`config.mk`:
```
export PLATFORM = sky130hd
export DESIGN_NAME = alu_status_flags
export DESIGN_NICKNAME = d
export VERILOG_FILES = /design/src/alu_status_flags_pkg.sv /design/src/alu_status_flags.sv
export SDC_FILE = /design/constraint.sdc
export NUM_CORES = 1
export LEC_CHECK = 0
export ABC_AREA = 0
export BUFFER_PORTS_ARGS = -buffer_cell sky130_fd_sc_hd__buf_2
export CAP_MARGIN = 25
export CORE_ASPECT_RATIO = 0.5
export CORE_MARGIN = 4
export CORE_UTILIZATION = 49
export CTS_BUF_LIST = sky130_fd_sc_hd__clkbuf_16
export DETAILED_ROUTE_END_ITERATION = 8
export MAX_ROUTING_LAYER = met4
export PLACE_DENSITY = 0.8
export SYNTH_ARGS = -nofsm -noshare
export SYNTH_HDL_FRONTEND = slang
export SYNTH_SLANG_ARGS = --single-unit
```
`constraint.sdc`:
```
create_clock -name i_mclk -period 1.9 [get_ports i_mclk]
set_input_delay 0.19 -clock i_mclk [delete_from_list [all_inputs] [get_ports i_mclk]]
set_output_delay 0.19 -clock i_mclk [all_outputs]
set_load 0.005 [all_outputs]
```
`src/alu_status_flags_pkg.sv`:
```
// constants and types for the alu status flag block
package alu_status_flags_pkg;
	localparam int data_width = 8;
	localparam int flag_neg_bit = 4;
	localparam int flag_ovf_bit = 3;
	localparam int flag_zero_bit = 2;
	localparam int flag_dc_bit = 1;
	localparam int flag_carry_bit = 0;
	localparam int nibble_msb = 3;
	localparam logic [7:0] flag_impl_mask = 8'h1f;
	localparam logic [7:0] data_zero = 8'h00;
	localparam logic [11:0] alu_flags_addr = 12'hfd8;

	typedef enum logic [3:0] {
		add_to_file_op,
		add_literal_op,
		sub_from_literal_op,
		sub_file_op,
		rotate_right_op,
		rotate_left_op,
		logic_op,
		file_wipe_op,
		bit_drop_op,
		bit_raise_op,
		nibble_exchange_op,
		file_to_file_op,
		work_to_file_op,
		move_op
	} alu_op_t;

	typedef enum logic [2:0] {
		inherent_mode,
		literal_mode,
		direct_mode,
		indirect_mode,
		indexed_offset_mode
	} addr_mode_t;
endpackage : alu_status_flags_pkg

```
`src/alu_status_flags.sv`:
```
// alu status flag register with flag update logic and write-back steering
//
// Overview of operation
// (RULE_01) When an instruction that sets arithmetic flags targets the flag register, its result is dropped and only the flags update.
// (RULE_02) A clear of the flag register sets zero and keeps the other flags, reading back as 000u u1uu.
// (RULE_03) Software should alter the flag register only with bit clear, bit set, nibble swap or the two move instructions.
// (RULE_04) In subtraction carry and digit carry are active-low borrows, since subtraction adds the two's complement.
// (RULE_05) The negative flag at bit 4 follows the result's top bit.
// (RULE_06) The overflow flag at bit 3 is set when a signed result overflows seven bits of magnitude.
// (RULE_07) The zero flag at bit 2 is set when an arithmetic or logic result is zero.
// (RULE_08) For add and subtract operations the digit carry flag at bit 1 takes the carry out of bit 3.
// (RULE_09) For rotates the digit carry flag is loaded from bit 4 or bit 3 of the source.
// (RULE_10) For add and subtract operations the carry flag at bit 0 takes the carry out of the top bit.
// (RULE_11) For rotates the carry flag is loaded from the source's high or low bit, per direction.
// (RULE_12) Inherent, literal, direct and indirect addressing are offered, indexed literal offset only with the extended set enabled.
// (RULE_13) Flags update in the same cycle as the instruction's write-back.
`timescale 1ns/1ps
module alu_status_flags (
	input wire logic i_mclk,
	input wire logic i_rst,
	input wire logic i_exec,
	input wire alu_status_flags_pkg::alu_op_t i_op,
	input wire logic [7:0] i_opnd_a,
	input wire logic [7:0] i_opnd_b,
	input wire logic [7:0] i_logic_result,
	input wire logic [11:0] i_dest_addr,
	input wire logic i_dest_file,
	input wire logic [2:0] i_bit_sel,
	input wire logic i_extended_set_enable,
	input wire alu_status_flags_pkg::addr_mode_t i_addr_mode,
	output logic [7:0] o_alu_flags,
	output logic [7:0] o_result,
	output logic o_result_we,
	output logic o_mode_legal
);
	import alu_status_flags_pkg::*;

	////////////////////////////////////////////////////////////////////////
	// arithmetic core

	logic [4:0] flags;
	logic [4:0] next_flags;

	// adds with carry in, returning {carry out, digit carry, sum}
	function automatic logic [9:0] add8(input logic [7:0] a, input logic [7:0] b, input logic cin);
		logic [4:0] lo;
		logic [4:0] hi;
		lo = {1'b0, a[3:0]} + {1'b0, b[3:0]} + {4'h0, cin};
		hi = {1'b0, a[7:4]} + {1'b0, b[7:4]} + {4'h0, lo[4]};
		return {hi[4], lo[4], hi[3:0], lo[3:0]};
	endfunction : add8

	wire is_add = (i_op == add_to_file_op) || (i_op == add_literal_op);
	// sub_from_literal: literal - w; sub_file: file - w; b is always the subtrahend
	wire is_sub = (i_op == sub_from_literal_op) || (i_op == sub_file_op);
	wire is_arith = is_add || is_sub;
	wire is_rot = (i_op == rotate_right_op) || (i_op == rotate_left_op);
	wire is_logic = (i_op == logic_op);
	wire is_wipe = (i_op == file_wipe_op);

	// two's complement add: invert b, carry in one, so carry reads as not-borrow
	wire [7:0] addend = is_sub ? ~i_opnd_b : i_opnd_b; // RULE_04
	wire [9:0] sum_pack = add8(i_opnd_a, addend, is_sub); // RULE_04
	wire [7:0] sum = sum_pack[7:0];
	wire sum_carry = sum_pack[9];
	wire sum_dc = sum_pack[8];
	wire sum_ovf = (i_opnd_a[7] == addend[7]) && (sum[7] != i_opnd_a[7]);

	// rotate through carry
	wire [7:0] rot_right = {flags[flag_carry_bit], i_opnd_a[7:1]};
	wire [7:0] rot_left = {i_opnd_a[6:0], flags[flag_carry_bit]};

	wire [7:0] swap_val = {i_opnd_a[3:0], i_opnd_a[7:4]};
	wire [7:0] bit_mask = 8'h01 << i_bit_sel;

	logic [7:0] alu_out;
	always_comb begin
		case (i_op)
			add_to_file_op, add_literal_op, sub_from_literal_op, sub_file_op: alu_out = sum;
			rotate_right_op: alu_out = rot_right;
			rotate_left_op: alu_out = rot_left;
			logic_op: alu_out = i_logic_result;
			file_wipe_op: alu_out = data_zero;
			bit_drop_op: alu_out = i_opnd_a & ~bit_mask;
			bit_raise_op: alu_out = i_opnd_a | bit_mask;
			nibble_exchange_op: alu_out = swap_val;
			default: alu_out = i_opnd_a;
		endcase
	end

	////////////////////////////////////////////////////////////////////////
	// flag update

	wire affects_flags = is_arith || is_rot || is_logic || is_wipe;
	wire targets_flags = i_dest_file && (i_dest_addr == alu_flags_addr);
	// flag-affecting ops to the flag register keep the result out
	wire drop_result = targets_flags && affects_flags; // RULE_01
	// rotate direction decides which source bits feed carry and digit carry
	wire rot_c = (i_op == rotate_right_op) ? i_opnd_a[0] : i_opnd_a[7]; // RULE_11
	wire rot_dc = (i_op == rotate_right_op) ? i_opnd_a[flag_neg_bit] : i_opnd_a[nibble_msb]; // RULE_09

	always_comb begin
		next_flags = flags;
		// direct writes of plain ops land in the implemented bits only
		if (targets_flags && !affects_flags)
			next_flags = alu_out[4:0]; // RULE_03
		if (affects_flags) begin
			next_flags[flag_zero_bit] = (alu_out == data_zero); // RULE_07 RULE_02
			if (!is_wipe)
				next_flags[flag_neg_bit] = alu_out[data_width-1]; // RULE_05
		end
		if (is_arith) begin
			next_flags[flag_ovf_bit] = sum_ovf; // RULE_06
			next_flags[flag_dc_bit] = sum_dc; // RULE_08
			next_flags[flag_carry_bit] = sum_carry; // RULE_10
		end
		if (is_rot) begin
			next_flags[flag_dc_bit] = rot_dc; // RULE_09
			next_flags[flag_carry_bit] = rot_c; // RULE_11
		end
	end

	////////////////////////////////////////////////////////////////////////
	// addressing mode check

	// indexed literal offset only exists with the extended set
	wire mode_ok = (i_addr_mode != indexed_offset_mode) || i_extended_set_enable; // RULE_12

	////////////////////////////////////////////////////////////////////////
	// registers: flags and write-back commit on the same edge

	always_ff @(posedge i_mclk or posedge i_rst) begin
		if (i_rst) begin
			// flags are undefined at power-up; zero chosen for determinism
			flags <= '0;
		end else if (i_exec && mode_ok) begin
			flags <= next_flags; // RULE_13
		end
	end

	always_ff @(posedge i_mclk or posedge i_rst) begin
		if (i_rst) begin
			o_result <= data_zero;
			o_result_we <= 1'b0;
			o_mode_legal <= 1'b1;
		end else begin
			o_result <= alu_out;
			o_result_we <= i_exec && mode_ok && !drop_result && !targets_flags; // RULE_01 RULE_13
			o_mode_legal <= mode_ok;
		end
	end

	// upper bits unimplemented, read zero
	assign o_alu_flags = {3'b000, flags} & flag_impl_mask;

endmodule : alu_status_flags

```
==> results of run 1 <==
## worst max path at each step
stage / to / start / cells after the start / slack, ps
finish: flags[2] / i_op[2] / 14 / -1430
global route: flags[2] / i_op[2] / 14 / -1570
CTS: flags[2] / i_op[2] / 14 / -1410
detailed placement: flags[2] / i_op[2] / 14 / -1820
global placement: flags[2] / i_op[2] / 14 / -1670
floorplan: flags[2] / i_op[1] / 16 / -1950
## registers in the layout, summed over array words and instances (netlist names)
signal and count:
o_mode_legal 1, flags 5, o_result_we 1, o_result 8
## metal layers
layer,vias up,track usage [%]
met4,0,10.84
met5,-,-
li1,973,-
met3,15,3.443
met1,1001,32.29
met2,84,44.78
## per-stage QoR
| step | cells | setup TNS, ps | total power, mW |
|---|---|---|---|
| 3_5_place_dp | 352 | -11210 | 1.008 |
| 2_1_floorplan | 207 | -11460 | 0.7359 |
| 4_1_cts | 359 | -6149 | 1.448 |
| 5_1_grt | 361 | -7667 | 1.578 |
| 3_3_place_gp | 352 | -10030 | 0.9815 |
| 6_report | 361 | -6704 | 1.499 |
## worst max-delay path, cell delays in order
cell and delay [ps]:
buf_8 100, nor2_4 100, and2_4 200, xor2_1 150
ha_1 260, a21o_1 180, a21o_1 180, fa_2 370
fa_2 430, nand2b_1 100, a21oi_2 60, or4_4 490
or4_4 440, o41ai_4 210
## power groups by stage
stage	combinational, mW	clock (mW)	sequential, mW
global placement	0.601	0	0.380
detailed placement	0.627	0	0.381
global route	0.776	0.422	0.380
floorplan	0.348	0	0.388
CTS	0.666	0.405	0.377
finish	0.721	0.401	0.377
## cell families (layout without fill, tap and decap cells)
family | Yosys count | count (layout)
flip-flops | 15 | 15
adder cells (fa/ha/maj) | 9 | 9
multiplexers | 18 | 18
AND/OR/NAND/NOR | 62 | 62
buffers and inverters | 23 | 126
XOR/XNOR | 13 | 13
other | 1 | 3
AO/OA/AOI/OAI | 64 | 64
## cells in the final DEF, fill, tap and decap left out, types with 4 or more instances in the layout
cell type / netlist / layout
mux2i_1: 15 / 15
nor3_1: 6 / 6
buf_4: 4 / 46
nor3b_1: 4 / 4
a21oi_2: 0 / 4
o21ai_0: 16 / 15
nand3b_1: 4 / 4
nand3_1: 5 / 5
nand2b_1: 5 / 5
nor2_1: 7 / 6
inv_1: 6 / 5
o21a_1: 4 / 4
dfrtp_1: 14 / 14
xor2_1: 8 / 7
buf_6: 1 / 6
a21o_1: 6 / 6
nand2_1: 10 / 9
buf_2: 7 / 62
ha_1: 6 / 6
## area by class of cell
class | instances | share of cell area, %
inverter | 6 | 0.8193
sequential | 15 | 13.70
timing repair buffer | 116 | 27.40
clock buffer | 3 | 2.731
clock inverter | 1 | 0.1365
multi-input combinational | 169 | 52.89
tap | 51 | 2.321
## repair_timing
action                     CTS  global route
buffers inserted             4             7
pin swaps                   10            15
setup endpoints to repair   11            12
gates resized for setup     20            13
==> out/metrics.yaml, run 1 <==
p_leak_nw: 1.345
peakVddDrop_v: 0.0003261
grt_max_degree: 27
n_antenna_cell: 0
synthSimpleGateAreaFrac_pct: 21.48
grt_use_total_pct: 26.43
rr_worst_depth: 5
wl_per_cell_um: 17.23
syn_area_per_cell_um2: 8.551
syn2layout_area_growth_pct: 56.82
design_area_mm2: 0.002749
ys_seq_area_share_pct: 21.48
fin_nets: 371
place_congestion: 0.9351
cts_buffers: 3
fp.dieW_um: 92.59
synth_top_family_by_area: "compound AO/OA/AOI/OAI gates"
setup_viol: 11
die_height_um: 50.30
power_frac_comb_pct: 48.1
drive_gt1_share_pct: 50.65
synth_top_cell_by_area: "dfrtp_1"
fin_ws_ps: -1432
ys_async_sr_fraction_pct: 100.0
core_area_mm2: 0.003435
clock_latency_ps: 240
antenna_found_initial: 0
yosysMostFrequentCell: "o21ai_0"
required_ps: 2040
initial_utilization_pct: 51.04
worst_pin_slew_ps: 558.3
postRouteAntennaNets: 0
wl_met1_mm: 2.624
die_area_mm2: 0.004657
cts-root-buf: "clkbuf_16"
p_int_mw: 1.016
worst_slew_margin_rel_pct: 62.74
slew_violations: 0
cp-start-kind: "primary input"
ys_ff_latch: 15
wl_mm: 6.221
cp-end-kind: "flip-flop"
avgViaCountPerCell: 5.742
cp_max_fo: 3
syn_inst: 205
yosysWarnings: 0
grt_pass1_vias: 1903
synth_area_leaders: "dfrtp_1 (20%), mux2i_1 (8.6%), o21ai_0 (4.6%)"
switching_power_mw: 0.4831
io_pins: 69
synth-xor-area-share_pct: 6.495
cts_buffer_depth: 2
skew_ps: 1.775
synth.top_cell.area_share_pct: 19.99
multi_input_area_mm2: 0.001454
grt_pass1_wl_mm: 9.349
placed_cell_area_mm2: 0.002466
holdBufCountCts: 0
synth_adder_area_share_pct: 7.709
seqPwrFrac_pct: 25.1
hp-class: "in -> async"
pre_cts_slack_ps: -1820
synth_edf_count: 0
violations: "hold timing, setup timing"
cp.arrival_ps: 3470
fin_util_pct: 80.04
period_needed_ps: 3332
drcViolationCount: 0
timing.rr.end: "flags[2]"
ys_types: 57
io_buffer_count: 65
critical_path_class: "in -> reg"
ff2ff_setup_slack_ps: 140
maxUsedRoutingLayer: "met4"
cts.sinks: 15
synth_compound_area_share_pct: 25.41
clkPwrFrac_pct: 26.8
hold_viol: 14
synthTopCellsByCount: "o21ai_0 (16), mux2i_1 (15), dfrtp_1 (14)"
dr.pass1.iters: 4
via_count: 2073
power.density_mw_per_mm2: 545.2
drv_cap: 0
ys.flop_type: "dfrtp_1"
timing.fmax_mhz: 300.1
route.met2.wl_mm: 3.044
whs_ps: -8.567
rows: 15
path_clk_slew_ps: 50
cts_max_level: 1
outcome: "finished with violations"
timing.rr.start: "flags[0]"
drt-initial-drc-count: 241
synth_area_mm2: 0.001753
seqCellArea_um2: 376.6
num-fill-cells: 226
cts_tree: "built"
overflow: 0
grt_setup_unrepaired: "true"
period_share_pct: 175.4
dp_hpwl_mm: 4.730
dr_wl_met3_um: 400
switching_share_pct: 32.24
muxShareOfSynthArea_pct: 10.49
No activity file was read; power rests on OpenSTA's default activity.
==> inputs of run 2 (changes only) <==
--- a/config.mk
+++ b/config.mk
@@ -8,13 +8,12 @@
 export ABC_AREA = 0
 export BUFFER_PORTS_ARGS = -buffer_cell sky130_fd_sc_hd__buf_2
 export CAP_MARGIN = 25
-export CORE_ASPECT_RATIO = 0.5
 export CORE_MARGIN = 4
-export CORE_UTILIZATION = 49
+export CORE_UTILIZATION = 45
 export CTS_BUF_LIST = sky130_fd_sc_hd__clkbuf_16
 export DETAILED_ROUTE_END_ITERATION = 8
 export MAX_ROUTING_LAYER = met4
-export PLACE_DENSITY = 0.8
+export PLACE_DENSITY = 0.78
 export SYNTH_ARGS = -nofsm -noshare
 export SYNTH_HDL_FRONTEND = slang
 export SYNTH_SLANG_ARGS = --single-unit
==> constraint.sdc (replaced) <==
create_clock -name i_mclk -period 2.8 [get_ports i_mclk]
set_input_delay 0.28 -clock i_mclk [delete_from_list [all_inputs] [get_ports i_mclk]]
set_output_delay 0.28 -clock i_mclk [all_outputs]
set_load 0.005 [all_outputs]
==> run 2 against run 1 <==
Net effect:
- count of clock-buffer cells in the layout did not move
- largest power group unchanged
- critical endpoint unchanged
- global-route usage fell by 4.5 points
- power fell by 36%
- core utilization fell by 13 points
- the run ends with setup timing left
==> out/metrics.yaml, run 2 (same netlist as run 1, synthesis figures left out) <==
top_register: "o_result"
power.density_mw_per_mm2: 385.4  # -29%
critical_path_class: "in -> reg"
syn2layout_area_growth_pct: 41.18
timing.fmax_mhz: 299.6
period_share_pct: 119.2
hp-class: "in -> async"
holdBufCountCts: 0  # unchanged
num-fill-cells: 318  # +41%
dp_cells: 325  # -7.7%
setup_viol: 3  # -8
fin_nets: 346  # -6.7%
cts_tree: "built"
io_buffer_count: 65  # unchanged
initial_utilization_pct: 47.17  # -3.9 points
drive_gt1_share_pct: 43.16  # -7.5 points
fin_ws_ps: -537.3  # +894.4 ps
cts_max_level: 1  # unchanged
slowest_delay_ps: 480  # about the same
mostFrequentLayoutCells: "buf_2 (63), buf_4 (24), o21ai_0 (16)"
p_leak_nw: 1.190  # -12%
grt_use_total_pct: 21.93  # -4.5 points
grt_setup_unrepaired: "true"
die_height_um: 70.42  # +40%
n_antenna_cell: 0  # unchanged
critPathBufInv: 1  # unchanged
clock_latency_ps: 250  # about the same
die_area_mm2: 0.004958  # +6.5%
outcome: "finished with violations"
drt-initial-drc-count: 123  # -49%
grt_pass1_wl_mm: 8.590  # -8.1%
path_clk_slew_ps: 50  # about the same
grt_pass1_vias: 1776  # -6.7%
drv_cap: 0  # unchanged
place_congestion: 0.9313  # -0.41%
cp-end-kind: "flip-flop"
skew_ps: 4.411  # +2.636 ps
violations: "setup timing"
core_area_mm2: 0.003716  # +8.2%
path_cells: "buf_8 -> nor2_4 -> and2_4 -> xor2_4 -> fa_2 -> a21o_1 -> a21o_1 -> fa_2 -> fa_2 -> nand2b_1 -> a21oi_2 -> or4_4 -> or4_4 -> o41ai_2"
final_common_cell: "buf_2"
setup-tns-final_ps: -627.0  # +6077 ps
antenna_found_initial: 0  # unchanged
cp_slowest_cell: "or4_4"
worst_pin_slew_ps: 571.6  # +13.28 ps
drcViolationCount: 0  # unchanged
worst_slew_margin_rel_pct: 61.85  # -0.89 points
crit_path_frequent_cell: "fa_2"
cp_max_fo: 3  # unchanged
cts-root-buf: "clkbuf_16"
cts_buffers: 3  # unchanged
required_ps: 2950  # +910 ps
postRouteAntennaNets: 0  # unchanged
cp-start-kind: "primary input"
whs_ps: 84.70  # +93.27 ps
fp.dieW_um: 70.42  # -24%
hold_viol: 0  # -14
io_pins: 69  # unchanged
wl_per_cell_um: 15.97  # -7.3%
slew_violations: 0  # unchanged
cts_buffer_depth: 2  # unchanged
cts.sinks: 15  # unchanged
fin_cells: 333  # -7.8%
largest_register_ffs: 8  # unchanged
grt_max_degree: 28  # +3.7%
overflow: 0  # unchanged
critPathTopFamily: "simple AND/OR/NAND/NOR gates"
via_count: 1932  # -6.8%
period_needed_ps: 3337
rows: 22  # +7
dp_hpwl_mm: 4.233  # -11%
cp.arrival_ps: 3480  # about the same
largest_registers: "o_result (8), flags (5)"
wl_mm: 5.319  # -14%
avgViaCountPerCell: 5.802  # +1.0%
peakVddDrop_v: 0.0001962  # -40%
dr.pass1.iters: 4  # unchanged
## run 2: layout make-up
cell class | instances | area [um2] | area share, %
Clock inverter | 1 | 3.754 | 0.1517
Timing Repair Buffer | 91 | 544.3 | 21.99
Multi-Input combinational cell | 169 | 1393 | 56.27
Tap cell | 48 | 60.06 | 2.427
Clock buffer | 3 | 75.07 | 3.033
Sequential cell | 15 | 376.6 | 15.22
Inverter | 6 | 22.52 | 0.9100
## run 2: through the flow
| step | util, % | worst slack (ps) | cell area [um2] | total power [mW] |
|---|---|---|---|---|
| after global routing | 66.60 | -667.8 | 2475 | 1.012 |
| after floorplan | - | -1144 | 1884 | 0.4961 |
| final | 66.60 | -537.3 | 2475 | 0.9539 |
| after CTS | 64.75 | -549.1 | 2406 | 0.9344 |
| after detailed placement | 61.14 | -900.5 | 2272 | 0.6450 |
| after global placement | 61.14 | -828.3 | 2272 | 0.6338 |
## run 2: what timing repair did
item | in CTS | in global routing
gates resized for setup | 6 | 10
setup endpoints to repair | 6 | 6
endpoints found under the hold margin | 0 | 0
setup buffers | 2 | 2
pin swaps | 9 | 7
## run 2: final timing paths
kind                                  startpoint      endpoint  slack, ps  depth (start not counted)
hold reg to reg                         flags[3]      flags[3]        510                          1
max in group asynchronous                  i_rst   o_result[2]       2340                          2
setup / recovery                         i_op[3]      flags[2]       -540                         14
min in group i_mclk        i_extended_set_enable  o_mode_legal        260                          2
setup reg to reg                        flags[0]      flags[2]       1030                          5
hold / removal                             i_rst      flags[2]         80                          2
## run 2: power breakdown
group          internal [mW]  total, mW  switching (mW)
clock network          0.189      0.271          0.0827
logic                  0.219      0.424           0.205
registers              0.246      0.259          0.0128
total                  0.653      0.954           0.301
## run 2: routing by layer
layer | up-vias | track usage [%] | part of all wire [%]
li1 | 919 | - | -
met1 | 925 | 28.24 | 42
met2 | 81 | 35.65 | 49
met3 | 7 | 4.748 | 8.0
met4 | 0 | 4.043 | 1.0
met5 | - | - | 0
